==> config.mk <==
export PLATFORM = sky130hd
export DESIGN_NAME = bus_cycle_sequencer
export DESIGN_NICKNAME = d
export VERILOG_FILES = /design/src/design/seq_pkg.sv /design/src/design/bus_cycle_sequencer.sv
export SDC_FILE = /design/constraint.sdc
export NUM_CORES = 1
export LEC_CHECK = 0
export ABC_AREA = 1
export BUFFER_PORTS_ARGS = -buffer_cell sky130_fd_sc_hd__buf_2
export CORE_MARGIN = 2
export CORE_UTILIZATION = 55
export DETAILED_ROUTE_END_ITERATION = 8
export GPL_ROUTABILITY_DRIVEN = 0
export PLACE_DENSITY = 0.76
export RECOVER_POWER = 100
export SETUP_SLACK_MARGIN = 0.05
export SLEW_MARGIN = 20
export SYNTH_ARGS = -nofsm -noshare
export SYNTH_HDL_FRONTEND = slang
export SYNTH_SLANG_ARGS = --single-unit
==> constraint.sdc <==
create_clock -name mclk_i -period 12.9 [get_ports mclk_i]
set_clock_uncertainty 0.1 [all_clocks]
set_input_delay 3.87 -clock mclk_i [delete_from_list [all_inputs] [get_ports mclk_i]]
set_output_delay 3.87 -clock mclk_i [all_outputs]
set_load 0.005 [all_outputs]
==> src/design/seq_pkg.sv <==
// package: constants, enumerations and decode helpers for the bus cycle sequencer
package seq_pkg;

  // ----------------------------------------------------------------
  // timing
  // ----------------------------------------------------------------
  localparam int MCLK_PERIOD_NS = 5;
  localparam int E_PERIOD_NS    = 1000;
  localparam int E_DIV          = E_PERIOD_NS / MCLK_PERIOD_NS;
  localparam logic [7:0] E_DIV_LAST = 8'(E_DIV - 1);
  localparam logic [7:0] E_DIV_HALF = 8'(E_DIV / 2);

  // ----------------------------------------------------------------
  // addresses and reset values
  // ----------------------------------------------------------------
  localparam logic [15:0] ADDR_DUMMY   = 16'hffff;
  localparam logic [15:0] VEC_SWI_HI   = 16'hfffa;
  localparam logic [15:0] VEC_SWI_LO   = 16'hfffb;
  localparam logic [15:0] RESET_PC_DEF = 16'h0000;
  localparam logic [3:0]  CYC_FIRST    = 4'h1;

  // ----------------------------------------------------------------
  // opcodes with special sequences and their cycle counts
  // ----------------------------------------------------------------
  localparam logic [7:0] OP_MUL = 8'h3d;
  localparam logic [7:0] OP_SWI = 8'h3f;
  localparam logic [7:0] OP_WAI = 8'h3e;
  localparam logic [7:0] OP_RTI = 8'h3b;
  localparam logic [7:0] OP_RTS = 8'h39;
  localparam logic [3:0] CYC_MUL = 4'ha;
  localparam logic [3:0] CYC_SWI = 4'hc;
  localparam logic [3:0] CYC_WAI = 4'h9;
  localparam logic [3:0] CYC_RTI = 4'ha;
  localparam logic [3:0] CYC_RTS = 4'h5;
  localparam logic [3:0] CYC_REL = 4'h3;
  localparam logic [3:0] S_IMM   = 4'h2;
  localparam logic [3:0] S_DIR   = 4'h3;
  localparam logic [3:0] S_FAR   = 4'h4;

  // ----------------------------------------------------------------
  // types
  // ----------------------------------------------------------------
  typedef enum logic [2:0] {M_IMM, M_DIR, M_IDX, M_EXT, M_INH, M_REL} mode_t;
  typedef enum logic [3:0] {K_RD8, K_ST8, K_LD16, K_ST16, K_CMP16, K_RMW,
                            K_JMP, K_JSR, K_BSR, K_REL, K_INH} kind_t;
  typedef enum logic [2:0] {R_NONE, R_OP, R_AHI, R_ALO, R_DIR, R_OFF, R_REL,
                            R_DATA} role_t;

  // inherent instruction lengths
  function automatic logic [3:0] inh_len(input logic [7:0] op);
    case (op)
      OP_MUL, OP_RTI: inh_len = CYC_MUL;
      OP_SWI:         inh_len = CYC_SWI;
      OP_WAI:         inh_len = CYC_WAI;
      OP_RTS, 8'h38:  inh_len = CYC_RTS;
      8'h32, 8'h33, 8'h3c: inh_len = 4'h4;
      8'h3a, 8'h05, 8'h04, 8'h08, 8'h09, 8'h31, 8'h34, 8'h35, 8'h30, 8'h36,
      8'h37:          inh_len = 4'h3;
      default:        inh_len = 4'h2;
    endcase
  endfunction

endpackage

==> src/design/bus_cycle_sequencer.sv <==
// bus cycle sequencer: address, read/write level and data for every E-cycle
// ----------------------------------------------------------------
// Notes on behaviour
// - every cycle drives defined address, level, data
// - same mode and kind share one sequence, except inherent ops and test
// - cycle count follows the instruction timing table
// - internal reads reach the bus only in mode 0
// - 16-bit values: high byte at the lower address, read or stored first, pushed last
// - immediate 16-bit loads: opcode, high, low
// - immediate 16-bit compares end with dummy cycle
// - direct 16-bit stores write high then low
// - direct subroutine call: five cycles, two pushes
// - extended subroutine call: six cycles, two pushes
// - extended jump: three read cycles
// - extended accumulator store writes in cycle four
// - extended read-modify-write: read, dummy, write back
// - test instruction replaces final write by dummy
// - extended 16-bit compares: two reads, dummy
// - indexed 8-bit: offset, dummy, index plus offset
// - indexed 16-bit: high at ea, low after
// - indexed subroutine call: offset, dummy, read, two pushes
// - extended 16-bit loads read high then low
// - extended call reads target before pushing
// ----------------------------------------------------------------
module bus_cycle_sequencer #(
  parameter logic [15:0] RESET_PC = seq_pkg::RESET_PC_DEF
) (
  input  wire logic        mclk_i,
  input  wire logic        reset_i,
  input  wire logic [7:0]  data_i,
  input  wire logic        mode0_i,
  input  wire logic        internal_hit_i,
  input  wire logic [7:0]  internal_data_i,
  input  wire logic [7:0]  acc_a_i,
  input  wire logic [7:0]  acc_b_i,
  input  wire logic [15:0] index_i,
  input  wire logic [15:0] stack_i,
  input  wire logic [7:0]  ccr_i,
  input  wire logic [7:0]  new_operand_i,
  input  wire logic        branch_taken_i,
  output logic             e_clk_o,
  output logic [15:0]      addr_o,
  output logic             rw_o,
  output logic [7:0]       data_o,
  output logic             data_oe_n_o,
  output logic [7:0]       rd_data_o,
  output logic             rd_strobe_o,
  output logic [7:0]       opcode_o,
  output logic             instr_done_o
);

  // ----------------------------------------------------------------
  // state
  // ----------------------------------------------------------------
  logic [7:0]      div_reg;
  logic            e_tick;
  logic [3:0]      cyc_reg;
  logic [7:0]      op_reg;
  logic [15:0]     pc_reg;
  logic [15:0]     ea_reg;
  seq_pkg::role_t  role_reg;
  logic [15:0]     addr_reg;
  logic            rw_reg;
  logic [7:0]      wdata_reg;
  logic            dummy_reg;

  // ----------------------------------------------------------------
  // decode of the current instruction
  // ----------------------------------------------------------------
  function automatic seq_pkg::mode_t decode_mode(input logic [7:0] op);
    if (op[7:4] == 4'h2) decode_mode = seq_pkg::M_REL;
    else if (op < 8'h60) decode_mode = seq_pkg::M_INH;
    else if (op[7:4] == 4'h6) decode_mode = seq_pkg::M_IDX;
    else if (op[7:4] == 4'h7) decode_mode = seq_pkg::M_EXT;
    else begin
      case (op[5:4])
        2'b00:   decode_mode = seq_pkg::M_IMM;
        2'b01:   decode_mode = seq_pkg::M_DIR;
        2'b10:   decode_mode = seq_pkg::M_IDX;
        default: decode_mode = seq_pkg::M_EXT;
      endcase
    end
  endfunction

  // opcodes are grouped by bus behaviour, not by arithmetic
  function automatic seq_pkg::kind_t decode_kind(input logic [7:0] op);
    if (op[7:4] == 4'h2) decode_kind = seq_pkg::K_REL;
    else if (op < 8'h60) decode_kind = seq_pkg::K_INH;
    else if (!op[7]) decode_kind = (op[3:0] == 4'he) ? seq_pkg::K_JMP : seq_pkg::K_RMW;
    else begin
      case (op[3:0])
        4'h3:    decode_kind = seq_pkg::K_CMP16;
        4'hc:    decode_kind = op[6] ? seq_pkg::K_LD16 : seq_pkg::K_CMP16;
        4'hd:    decode_kind = op[6] ? seq_pkg::K_ST16
                             : (op[5:4] == 2'b00) ? seq_pkg::K_BSR : seq_pkg::K_JSR;
        4'he:    decode_kind = seq_pkg::K_LD16;
        4'hf:    decode_kind = seq_pkg::K_ST16;
        4'h7:    decode_kind = seq_pkg::K_ST8;
        default: decode_kind = seq_pkg::K_RD8;
      endcase
    end
  endfunction

  // operand cycles after the address phase
  function automatic logic [3:0] kind_cycles(input seq_pkg::kind_t k);
    case (k)
      seq_pkg::K_RD8, seq_pkg::K_ST8:   kind_cycles = 4'h1;
      seq_pkg::K_LD16, seq_pkg::K_ST16: kind_cycles = 4'h2;
      seq_pkg::K_JMP:                   kind_cycles = 4'h0;
      default:                          kind_cycles = 4'h3;
    endcase
  endfunction

  logic [7:0]     op_cur;
  seq_pkg::mode_t mode_cur;
  seq_pkg::kind_t kind_cur;
  logic [3:0]     s_cur;
  logic [3:0]     last_cur;
  logic [15:0]    bytes_cur;
  logic           is_tst;
  logic [15:0]    r16;
  logic [7:0]     r8;

  // the opcode is used while it is still on the bus in cycle 1
  assign op_cur   = (cyc_reg == seq_pkg::CYC_FIRST) ? data_i : op_reg;
  assign mode_cur = decode_mode(op_cur);
  assign kind_cur = decode_kind(op_cur);
  assign is_tst   = (kind_cur == seq_pkg::K_RMW) && (op_cur[3:0] == 4'hd);
  assign s_cur    = (kind_cur == seq_pkg::K_BSR) ? seq_pkg::S_FAR
                  : (mode_cur == seq_pkg::M_IMM) ? seq_pkg::S_IMM
                  : (mode_cur == seq_pkg::M_DIR) ? seq_pkg::S_DIR : seq_pkg::S_FAR;
  assign last_cur = (kind_cur == seq_pkg::K_INH) ? seq_pkg::inh_len(op_cur)
                  : (kind_cur == seq_pkg::K_REL) ? seq_pkg::CYC_REL
                  : 4'(s_cur + kind_cycles(kind_cur) - 4'h1);
  assign bytes_cur = (mode_cur == seq_pkg::M_INH) ? 16'h1
                   : (mode_cur == seq_pkg::M_EXT) ? 16'h3
                   : (mode_cur == seq_pkg::M_IMM && (kind_cur == seq_pkg::K_LD16
                      || kind_cur == seq_pkg::K_CMP16)) ? 16'h3 : 16'h2;
  // store sources: double accumulator, index or stack pointer
  assign r16 = (op_cur[3:0] == 4'hd) ? {acc_a_i, acc_b_i} : op_cur[6] ? index_i : stack_i;
  assign r8  = op_cur[6] ? acc_b_i : acc_a_i;

  // ----------------------------------------------------------------
  // cycle counter, effective address and next program counter
  // ----------------------------------------------------------------
  logic [3:0]  cyc_next;
  logic [3:0]  k;
  logic [3:0]  pk;
  logic [15:0] ea_next;
  logic [15:0] ret_addr;
  logic        is_last;
  logic        to_target;
  logic [15:0] pc_next;

  assign e_tick   = (div_reg == seq_pkg::E_DIV_LAST);
  assign is_last  = (cyc_reg == last_cur);
  assign cyc_next = is_last ? seq_pkg::CYC_FIRST : 4'(cyc_reg + 4'h1);
  assign k        = 4'(cyc_next - s_cur);
  assign pk       = 4'(cyc_next - 4'h3);
  assign ret_addr = 16'(pc_reg + bytes_cur);

  // capture of address bytes read in the cycle now ending
  assign ea_next = (role_reg == seq_pkg::R_OP)  ? 16'(pc_reg + 16'h1)
                 : (role_reg == seq_pkg::R_AHI) ? {data_i, ea_reg[7:0]}
                 : (role_reg == seq_pkg::R_ALO) ? {ea_reg[15:8], data_i}
                 : (role_reg == seq_pkg::R_DIR) ? {8'h00, data_i}
                 : (role_reg == seq_pkg::R_OFF) ? 16'(index_i + {8'h00, data_i})
                 : (role_reg == seq_pkg::R_REL) ? 16'(pc_reg + 16'h2 + {{8{data_i[7]}}, data_i})
                 : ea_reg;

  assign to_target = (kind_cur == seq_pkg::K_JMP) || (kind_cur == seq_pkg::K_JSR)
                  || (kind_cur == seq_pkg::K_BSR)
                  || (kind_cur == seq_pkg::K_REL && branch_taken_i)
                  || (op_cur == seq_pkg::OP_RTS) || (op_cur == seq_pkg::OP_RTI)
                  || (op_cur == seq_pkg::OP_SWI);
  assign pc_next = to_target ? ea_next : ret_addr;

  // ----------------------------------------------------------------
  // next bus cycle: address, level, write data, capture role
  // ----------------------------------------------------------------
  logic [15:0]    nx_addr;
  logic           nx_rw;
  logic [7:0]     nx_wdata;
  seq_pkg::role_t nx_role;
  logic           nx_dummy;

  // unlisted cycles fall to a dummy read, so every cycle is defined
  always_comb begin
    nx_addr  = seq_pkg::ADDR_DUMMY;
    nx_rw    = 1'b1;
    nx_wdata = 8'h00;
    nx_role  = seq_pkg::R_NONE;
    nx_dummy = 1'b1;
    if (cyc_next == seq_pkg::CYC_FIRST) begin
      nx_addr  = pc_next;
      nx_role  = seq_pkg::R_OP;
      nx_dummy = 1'b0;
    end else if (cyc_next == 4'h2 && s_cur != seq_pkg::S_IMM) begin
      nx_addr  = 16'(pc_reg + 16'h1);
      nx_dummy = 1'b0;
      case (mode_cur)
        seq_pkg::M_DIR: nx_role = seq_pkg::R_DIR;
        seq_pkg::M_IDX: nx_role = seq_pkg::R_OFF;
        seq_pkg::M_EXT: nx_role = seq_pkg::R_AHI;
        seq_pkg::M_INH: nx_role = seq_pkg::R_NONE;
        default:        nx_role = seq_pkg::R_REL;
      endcase
    end else if (kind_cur == seq_pkg::K_INH) begin
      if (op_cur == seq_pkg::OP_SWI || op_cur == seq_pkg::OP_WAI) begin
        if (cyc_next <= 4'ha) begin
          nx_addr  = 16'(stack_i - {12'h000, pk});
          nx_rw    = (cyc_next > seq_pkg::CYC_WAI);
          nx_dummy = 1'b0;
          case (pk)
            4'h0:    nx_wdata = ret_addr[7:0];
            4'h1:    nx_wdata = ret_addr[15:8];
            4'h2:    nx_wdata = index_i[7:0];
            4'h3:    nx_wdata = index_i[15:8];
            4'h4:    nx_wdata = acc_a_i;
            4'h5:    nx_wdata = acc_b_i;
            4'h6:    nx_wdata = ccr_i;
            default: nx_wdata = 8'h00;
          endcase
        end else begin
          nx_addr  = (cyc_next == seq_pkg::CYC_SWI) ? seq_pkg::VEC_SWI_LO : seq_pkg::VEC_SWI_HI;
          nx_role  = (cyc_next == seq_pkg::CYC_SWI) ? seq_pkg::R_ALO : seq_pkg::R_AHI;
          nx_dummy = 1'b0;
        end
      end else if (op_cur == seq_pkg::OP_RTI || op_cur == seq_pkg::OP_RTS) begin
        nx_addr  = 16'(stack_i + {12'h000, pk});
        nx_dummy = 1'b0;
        nx_role  = (cyc_next == last_cur) ? seq_pkg::R_ALO
                 : (cyc_next == 4'(last_cur - 4'h1)) ? seq_pkg::R_AHI
                 : (cyc_next == 4'h3) ? seq_pkg::R_NONE : seq_pkg::R_DATA;
      end
    end else if (mode_cur == seq_pkg::M_EXT && cyc_next == 4'h3) begin
      nx_addr  = 16'(pc_reg + 16'h2);
      nx_role  = seq_pkg::R_ALO;
      nx_dummy = 1'b0;
    end else if (cyc_next >= s_cur && kind_cur != seq_pkg::K_REL) begin
      nx_dummy = 1'b0;
      case (kind_cur)
        seq_pkg::K_RD8: begin
          nx_addr = ea_next;
          nx_role = seq_pkg::R_DATA;
        end
        seq_pkg::K_ST8: begin
          nx_addr  = ea_next;
          nx_rw    = 1'b0;
          nx_wdata = r8;
        end
        seq_pkg::K_LD16: begin
          nx_addr = 16'(ea_next + {15'h0000, k[0]});
          nx_role = seq_pkg::R_DATA;
        end
        seq_pkg::K_ST16: begin
          nx_addr  = 16'(ea_next + {15'h0000, k[0]});
          nx_rw    = 1'b0;
          nx_wdata = k[0] ? r16[7:0] : r16[15:8];
        end
        seq_pkg::K_CMP16: begin
          nx_addr  = (k < 4'h2) ? 16'(ea_next + {15'h0000, k[0]}) : seq_pkg::ADDR_DUMMY;
          nx_role  = (k < 4'h2) ? seq_pkg::R_DATA : seq_pkg::R_NONE;
          nx_dummy = (k >= 4'h2);
        end
        seq_pkg::K_RMW: begin
          // the test instruction only reads, so its last cycle stays a dummy
          nx_addr  = (k == 4'h1 || is_tst && k == 4'h2) ? seq_pkg::ADDR_DUMMY : ea_next;
          nx_rw    = !(k == 4'h2 && !is_tst);
          nx_wdata = new_operand_i;
          nx_role  = (k == 4'h0) ? seq_pkg::R_DATA : seq_pkg::R_NONE;
          nx_dummy = (k == 4'h1) || (is_tst && k == 4'h2);
        end
        seq_pkg::K_JSR, seq_pkg::K_BSR: begin
          // target opcode read comes before the return address pushes
          nx_addr  = (k == 4'h0) ? ea_next
                   : (k == 4'h1) ? stack_i : 16'(stack_i - 16'h1);
          nx_rw    = (k == 4'h0);
          nx_wdata = (k == 4'h1) ? ret_addr[7:0] : ret_addr[15:8];
        end
        default: begin
          nx_dummy = 1'b1;
        end
      endcase
    end
  end

  // ----------------------------------------------------------------
  // E-clock divider
  // ----------------------------------------------------------------
  always_ff @(posedge mclk_i or posedge reset_i) begin
    if (reset_i) begin
      div_reg <= 8'h00;
      e_clk_o <= 1'b0;
    end else begin
      div_reg <= e_tick ? 8'h00 : 8'(div_reg + 8'h01);
      e_clk_o <= (div_reg >= seq_pkg::E_DIV_HALF);
    end
  end

  // bus cycle registers advance once per E-cycle
  always_ff @(posedge mclk_i or posedge reset_i) begin
    if (reset_i) begin
      cyc_reg   <= seq_pkg::CYC_FIRST;
      op_reg    <= 8'h00;
      pc_reg    <= RESET_PC;
      ea_reg    <= 16'h0000;
      role_reg  <= seq_pkg::R_OP;
      addr_reg  <= RESET_PC;
      rw_reg    <= 1'b1;
      wdata_reg <= 8'h00;
      dummy_reg <= 1'b0;
    end else if (e_tick) begin
      cyc_reg   <= cyc_next;
      op_reg    <= op_cur;
      pc_reg    <= is_last ? pc_next : pc_reg;
      ea_reg    <= ea_next;
      role_reg  <= nx_role;
      addr_reg  <= nx_addr;
      rw_reg    <= nx_rw;
      wdata_reg <= nx_wdata;
      dummy_reg <= nx_dummy;
    end
  end

  // core-facing strobes and the data bus drive
  always_ff @(posedge mclk_i or posedge reset_i) begin
    if (reset_i) begin
      rd_data_o    <= 8'h00;
      rd_strobe_o  <= 1'b0;
      opcode_o     <= 8'h00;
      instr_done_o <= 1'b0;
      data_o       <= 8'h00;
      data_oe_n_o  <= 1'b1;
    end else begin
      rd_strobe_o  <= e_tick && (role_reg == seq_pkg::R_DATA);
      rd_data_o    <= (e_tick && role_reg == seq_pkg::R_DATA) ? data_i : rd_data_o;
      opcode_o     <= (e_tick && cyc_reg == seq_pkg::CYC_FIRST) ? data_i : opcode_o;
      instr_done_o <= e_tick && is_last;
      // internal reads stay off the pins unless mode 0 mirrors them
      data_o       <= rw_reg ? internal_data_i : wdata_reg;
      data_oe_n_o  <= !(!rw_reg || (internal_hit_i && mode0_i));
    end
  end

  assign addr_o = addr_reg;
  assign rw_o   = rw_reg;

  // ----------------------------------------------------------------
  // assertions
  // ----------------------------------------------------------------
  property p_dummy_read;
    @(posedge mclk_i) disable iff (reset_i)
    dummy_reg |-> (rw_reg && addr_reg == seq_pkg::ADDR_DUMMY);
  endproperty
  a_dummy_read: assert property (p_dummy_read) else $error("dummy cycle not read at ffff");

  property p_oe_internal;
    @(posedge mclk_i) disable iff (reset_i)
    (!data_oe_n_o && $past(rw_reg)) |-> $past(internal_hit_i && mode0_i);
  endproperty
  a_oe_internal: assert property (p_oe_internal) else $error("internal read driven out");

  property p_restart;
    @(posedge mclk_i) disable iff (reset_i)
    (e_tick && is_last) |=> (cyc_reg == seq_pkg::CYC_FIRST && role_reg == seq_pkg::R_OP
                             && addr_reg == $past(pc_next));
  endproperty
  a_restart: assert property (p_restart) else $error("no opcode fetch after last cycle");

  property p_swi_len;
    @(posedge mclk_i) disable iff (reset_i)
    (cyc_reg > 4'h1 && op_reg == seq_pkg::OP_SWI) |-> (last_cur == 4'hc);
  endproperty
  a_swi_len: assert property (p_swi_len) else $error("software interrupt length wrong");

  property p_st16_order;
    @(posedge mclk_i) disable iff (reset_i)
    (e_tick && kind_cur == seq_pkg::K_ST16 && cyc_reg == s_cur)
      |=> (!rw_reg && addr_reg == 16'($past(addr_reg) + 16'h1));
  endproperty
  a_st16_order: assert property (p_st16_order) else $error("16-bit store order wrong");

  property p_tst_no_write;
    @(posedge mclk_i) disable iff (reset_i)
    (e_tick && is_tst && cyc_next == 4'h6) |=> (rw_reg && dummy_reg);
  endproperty
  a_tst_no_write: assert property (p_tst_no_write) else $error("test wrote memory");

  property p_rmw_write;
    @(posedge mclk_i) disable iff (reset_i)
    (e_tick && kind_cur == seq_pkg::K_RMW && !is_tst && cyc_next == 4'h6)
      |=> (!rw_reg && addr_reg == ea_reg);
  endproperty
  a_rmw_write: assert property (p_rmw_write) else $error("write-back missing");

  property p_idx_dummy;
    @(posedge mclk_i) disable iff (reset_i)
    (e_tick && mode_cur == seq_pkg::M_IDX && cyc_next == 4'h3) |=> dummy_reg;
  endproperty
  a_idx_dummy: assert property (p_idx_dummy) else $error("indexed cycle 3 not dummy");

  property p_jsr_first;
    @(posedge mclk_i) disable iff (reset_i)
    (e_tick && kind_cur == seq_pkg::K_JSR && cyc_next == s_cur)
      |=> (rw_reg && addr_reg == ea_reg);
  endproperty
  a_jsr_first: assert property (p_jsr_first) else $error("call target not read first");

  property p_imm16;
    @(posedge mclk_i) disable iff (reset_i)
    (e_tick && mode_cur == seq_pkg::M_IMM && kind_cur == seq_pkg::K_LD16 && cyc_next == 4'h3)
      |=> (addr_reg == 16'(pc_reg + 16'h2));
  endproperty
  a_imm16: assert property (p_imm16) else $error("immediate low byte address wrong");

endmodule

## After elaboration in Yosys (flattened, before gate mapping)

Memories as Yosys holds them, arrays and structs flattened.
Cells that the tools add are included.

| cells by class | value |
|---|---|
| $add $sub $neg | 16 |
| reductions and logical operators | 39 |
| eq/ne operators | 55 |
| $lt $le $gt $ge | 6 |
| muxes and demuxes | 86 |

Operators by type and width:

| kind | count |
|---|---|
| 16-bit two-way mux | 21 |
| 8-bit two-way mux | 13 |
| 16-bit one-hot mux with 5 select lines | 1 |
| 8-bit one-hot mux with 7 select lines | 1 |
| 3-bit two-way mux | 18 |
| 4-bit by 3-bit equality test with 1-bit output, second input constant | 10 |
| 4-bit by 2-bit equality test with 1-bit output, second input constant | 9 |
| 4-bit two-way mux | 9 |
| 4-bit equality test, second input constant | 8 |
| 8-bit by 6-bit equality test with 1-bit output, second input constant | 4 |
| 8-bit one-hot mux with 4 select lines | 1 |
| 4-bit one-hot mux with 6 select lines | 1 |
| 4-bit by 1-bit equality test with 1-bit output, second input constant | 5 |
| 16-bit by 1-bit adder with 16-bit output | 1 |
| 16-bit by 1-bit adder with 16-bit output, second input constant | 1 |
| 16-bit adder | 1 |
| 16-bit by 2-bit adder with 16-bit output | 1 |
| 16-bit by 2-bit adder with 16-bit output, second input constant | 1 |
| 16-bit by 4-bit adder with 16-bit output | 1 |
| 16-bit by 8-bit adder with 16-bit output | 1 |
| 16-bit by 1-bit subtractor with 16-bit output, second input constant | 1 |
| 16-bit by 4-bit subtractor with 16-bit output | 1 |
| 3-bit equality test, second input constant | 5 |
| 3-bit by 2-bit equality test with 1-bit output, second input constant | 4 |
| other kinds (33) | 83 |

| word-level totals | value |
|---|---|
| output and inout bits | 45 |
| register bits | 108 |
| bits of input ports | 85 |
| memories | 1 |
| word-level logic and storage cells | 219 |
| ROM bits | 256 |

Memories:

| memory | depth | width | rd ports | clocked after memory_dff | wr ports | line | text |
|---|---|---|---|---|---|---|---|
| (name not given) | 64 | 4 | 1 | 0 | 0 | seq_pkg.sv:51 | `case (op)` |

## Longest topological paths before layout

| logic depth | value |
|---|---|
| word-level depth | 29 |
| gate-level depth with buffers | 55 |
| mapped depth without buffers | 53 |

## Worst setup path after synthesis

No wires, ideal clock.

| path | value |
|---|---|
| path kind | input-to-reg |
| start | input port data_i[1] |
| end | register addr_reg[15], in the netlist addr_o[15] |
| data required time | 12.684 ns |
| cell stages on the path | 45 |
| slack | 2.664 ns |
| arrival | 10.020 ns |
| path buffers | 1 |
| library setup time | 0.116 ns |
| cells stage by stage | o21ai_1 > inv_1 > ha_1 > inv_1 > nor2_1 > nor2_1 > nand3_1 > nor2_1 > inv_1 > nor2_1 > nor2_1 > ha_1 > ha_1 > fa_1 > nand3_1 > nand3_2 > nand2_2 > nand2_1 > [... 9 more ...] > ha_1 > nand3_1 > and2_1 > nor2_1 > o21ai_0 > nor3_1 > inv_1 > nor2_1 > inv_1 > nor3_1 > nand2_1 > xor2_1 > o221ai_1 > nand2_1 > nand2_1 > nand2_1 > nand2_1 > nand2_1 |

| between the ends | value |
|---|---|
| longest elaborated chain between the ends | 26 |
| elaborated cells between the ends (all ways) | 108 |
| classes of those cells | add/sub (10); order compare (4); eq/ne (31); mux (39); reduce/logical (23); memory (1) |

Ends and longest elaborated chain:

| what | line | text |
|---|---|---|
| start, declared | bus_cycle_sequencer.sv:30 | `input wire logic [7:0] data_i,` |
| 8-bit two-way mux (*) | bus_cycle_sequencer.sv:125 | `assign op_cur = (cyc_reg == seq_pkg::CYC_FIRST) ? data_i : op_reg;` |
| named net op_cur[1] | bus_cycle_sequencer.sv:114 | `logic [7:0] op_cur;` |
| 4-bit by 3-bit equality test with 1-bit output (tied with other cells) | bus_cycle_sequencer.sv:91 | `case (op[3:0])` |
| 4-bit one-hot mux with 6 select lines / 2-bit two-way mux (equally long branches) | bus_cycle_sequencer.sv:91, bus_cycle_sequencer.sv:89 |  |
| 4-bit two-way mux | bus_cycle_sequencer.sv:89 | `else if (!op[7]) decode_kind = (op[3:0] == 4'he) ? seq_pkg::K_JMP : seq_pkg::K_RMW;` |
| 4-bit two-way mux | bus_cycle_sequencer.sv:88 | `else if (op < 8'h60) decode_kind = seq_pkg::K_INH;` |
| 4-bit two-way mux | bus_cycle_sequencer.sv:87 | `if (op[7:4] == 4'h2) decode_kind = seq_pkg::K_REL;` |
| 4-bit by 2-bit equality test with 1-bit output (tied with other cells) | bus_cycle_sequencer.sv:106 | `case (k)` |
| [... 3 more ...] | - |  |
| 4-bit by 1-bit subtractor with 4-bit output | bus_cycle_sequencer.sv:134 | `: 4'(s_cur + kind_cycles(kind_cur) - 4'h1);` |
| 4-bit two-way mux | bus_cycle_sequencer.sv:133 | `: (kind_cur == seq_pkg::K_REL) ? seq_pkg::CYC_REL` |
| 4-bit two-way mux (*) | bus_cycle_sequencer.sv:132 | `assign last_cur = (kind_cur == seq_pkg::K_INH) ? seq_pkg::inh_len(op_cur)` |
| 4-bit equality test (*) | bus_cycle_sequencer.sv:156 | `assign is_last = (cyc_reg == last_cur);` |
| 4-bit two-way mux (*) | bus_cycle_sequencer.sv:157 | `assign cyc_next = is_last ? seq_pkg::CYC_FIRST : 4'(cyc_reg + 4'h1);` |
| named net cyc_next[1] | bus_cycle_sequencer.sv:146 | `logic [3:0] cyc_next;` |
| parallel branches: the longest is 10 deep, another holds 16-bit by 4-bit adder with 16-bit output | - |  |
| 16-bit two-way mux (*) | bus_cycle_sequencer.sv:194 | `if (cyc_next == seq_pkg::CYC_FIRST) begin` |
| end signal, assigned | bus_cycle_sequencer.sv:319 | `addr_reg <= nx_addr;` |
| end, declared | bus_cycle_sequencer.sv:62 | `logic [15:0] addr_reg;` |

Mark *: on every way through the listed nets, which the timed path passes.
A chain may end at the register's enable or synchronous reset.

## Worst setup path after layout

Ends and elaborated chain as after synthesis.

==> out/results.ini <==
[logic_synthesis]
synth_edf_count = 0
syn-num-nets = 2339
ys_ff_latch = 108
synth_flop_cell = dfrtp_1
yosysTopAreaCell = dfrtp_1
synth_top_area_share_pct = 19.8
ys_warn_count = 0
syn_avg_cell_area_um2 = 6.03
synth.distinct_cells = 60
async_flop_share_pct = 100
synth.top_cells.by_area = dfrtp_1, nand2_1, inv_1
synthCells = 2185
synth.yosys.seq_area_share_pct = 20.6
synthTopCellsByCount = nand2_1, inv_1, o21ai_0
synth_most_common_cell = nand2_1
syn_area_mm2 = 0.0132

[cts]
cts_resized = 0
post_cts_buffers = 0
numCtsBuffers = 9
cts_buffer_depth = 2
clkTransAtPathRegs_ns = 0.09
hold_buffers = 0
htree_levels = 3
cts.sinks = 108
cts_tree = built
clock_latency_ns = 0.38
root_buffer = clkbuf_16

[layout]
syn_to_final_growth_pct = 8.38
drive_gt1_share_pct = 9.46
layoutNonFillerInstCount = 2592
final_nets = 2422
diodes = 0
register_area_mm2 = 0.00271
final_util_pct = 60.8
multi_input_area_mm2 = 0.00904
nFillCells = 2365

[place]
pre_cts_ws_ns = 0.811
placement.io_buffers = 129
placed_cells_incl_taps = 2576
hpwlAfterDp_mm = 40.7

[setup_path]
worstPathArrival_ns = 12.25
worst_path_largest_cell_delay_ns = 0.53
critPathMaxFanout = 22
start_kind = input pin
required_ns = 13.07
cp_slowest_cell = o21ai_1
crit_path_end_kind = flop
path_class = in -> reg

[floorplan]
core_mm2 = 0.0235
rows = 56
die_h_um = 159
die-area_mm2 = 0.0252
initial_core_util_pct = 56.1
io_pins = 130
fp.dieW_um = 159

[sta]
fin_ws_ns = 0.821
setup_viol_count_final = 0
fmax_ghz = 0.0828
hold_viol = 0
fin_crit_sh_pct = 93.6
drv_slew = 208
rsz0062_at_grt = no
slew_headroom_pct = -128
worst_slew_pin_slew_ns = 3.42
finalCriticalPeriod_ns = 12.08
tns_ns = 0

[run_status]
violations = capacitance limit, slew limit
status = finished, violations left

[detailed_routing]
wire_per_inst_um = 19.9
viasPerCell = 6.08
wirelength_mm = 51.6
drc = 0
drt-initial-drc-count = 2666
ant_nets = 0
first_pass_iters = 9
vias = 15800

[power_and_ir_drop]
p_per_area_mw_per_mm2 = 52.0
peakVddDrop_mv = 0.0688
power.leakage_nw = 7.26

[global_route]
grt_pass1_wl_mm = 79.6
track_usage_pct = 40.0
grt_max_degree = 65
grt_pass1_vias = 14500
antenna_found_initial = 0
grt.overflow.total = 0

[worst_hold_path]
hold_path_class = reg -> reg

[flow_run]
maxCapViolCount = 5

[worst max-delay path, delay by kind of cell]
kind                     cells  cell delay [ns]
AO/OA/AOI/OAI                3             0.84
buffers and inverters       10             1.64
XOR/XNOR                     2             0.29
adder cells (fa/ha/maj)      6             1.98
AND/OR/NAND/NOR             25             3.58
[final cells by class]
| class | instances | share of cell area, % |
|---|---|---|
| Inverter | 284 | 7.48 |
| Clock buffer | 9 | 1.58 |
| Clock inverter | 7 | 0.543 |
| Timing Repair Buffer | 152 | 5.34 |
| Sequential cell | 108 | 19.0 |
| Tap cell | 319 | 2.80 |
| Multi-Input combinational cell | 1713 | 63.3 |
[layer usage]
layer	vias up	wire length, um	global-route usage [%]
met3	271	7170	10.6
met1	7065	19700	52.1
met2	1129	20800	58.5
li1	7304	-	-
met5	-	0	0
met4	0	3950	25.5
[placed cells by master (no fill, tap or decap), types with 13 or more instances in the layout]
cell      netlist  layout
clkbuf_1       61      30
nand4_1        65      65
nand3_1       146     146
a21oi_1       114     115
o21ai_1        21      16
a211oi_1       13      13
nand2_1       641     644
buf_4           4      16
nor2_1        188     187
xor2_1         67      67
inv_1         260     260
nor3_1         30      29
or2_2          13      13
dfrtp_1       104     104
buf_2          10     105
nand2_2        17      15
o21ai_0       191     196
o211ai_1       26      26
ha_1           61      61
[through the flow]
stage          hold WS, ns  cell area, um^2  power [mW]
2_1_floorplan        0.342            13200       0.405
3_3_place_gp         0.350            14100       0.450
3_5_place_dp         0.357            14100       0.452
4_1_cts              0.378            14400       0.739
5_1_grt              0.395            14300       0.765
6_report             0.372            14300       0.743
[where the power goes]
group | switching, mW | internal (mW) | leakage, nW
clock | 0.156 | 0.138 | 0.144
sequential | 0.000348 | 0.340 | 1.03
combinational | 0.0757 | 0.0332 | 6.09
total | 0.232 | 0.511 | 7.26
[path summary, 6_finish.rpt]
kind | from | endpoint | slack (ns) | cells past startpoint
max | data_i[1] | addr_o[15]$_DFFE_PP0N_ | 0.82 | 46
min | opcode_o[7]$_DFFE_PP0P_ | opcode_o[7]$_DFFE_PP0P_ | 0.37 | 2
max reg2reg | cyc_reg[0]$_DFFE_PP1N_ | addr_o[15]$_DFFE_PP0N_ | 3.26 | 47
min reg2reg | opcode_o[7]$_DFFE_PP0P_ | opcode_o[7]$_DFFE_PP0P_ | 0.37 | 2
max in group asynchronous | reset_i | pc_reg[3]$_DFFE_PP0P_ | 4.73 | 3
min in group asynchronous | reset_i | div_reg[6]$_DFF_PP0_ | 3.98 | 2
[kinds of logic (layout without fill, tap and decap cells)]
logic type               Yosys count  after routing  share of synthesized area (%)
AND/OR/NAND/NOR                 1139           1139                           37.8
XOR/XNOR                          78             78                           5.24
buffers and inverters            364            452                           10.8
AO/OA/AOI/OAI                    414            414                           17.6
flip-flops                       108            108                           20.6
multiplexers                      13             13                          0.997
adder cells (fa/ha/maj)           69             69                           7.01
(Power assumes the default switching activity.)
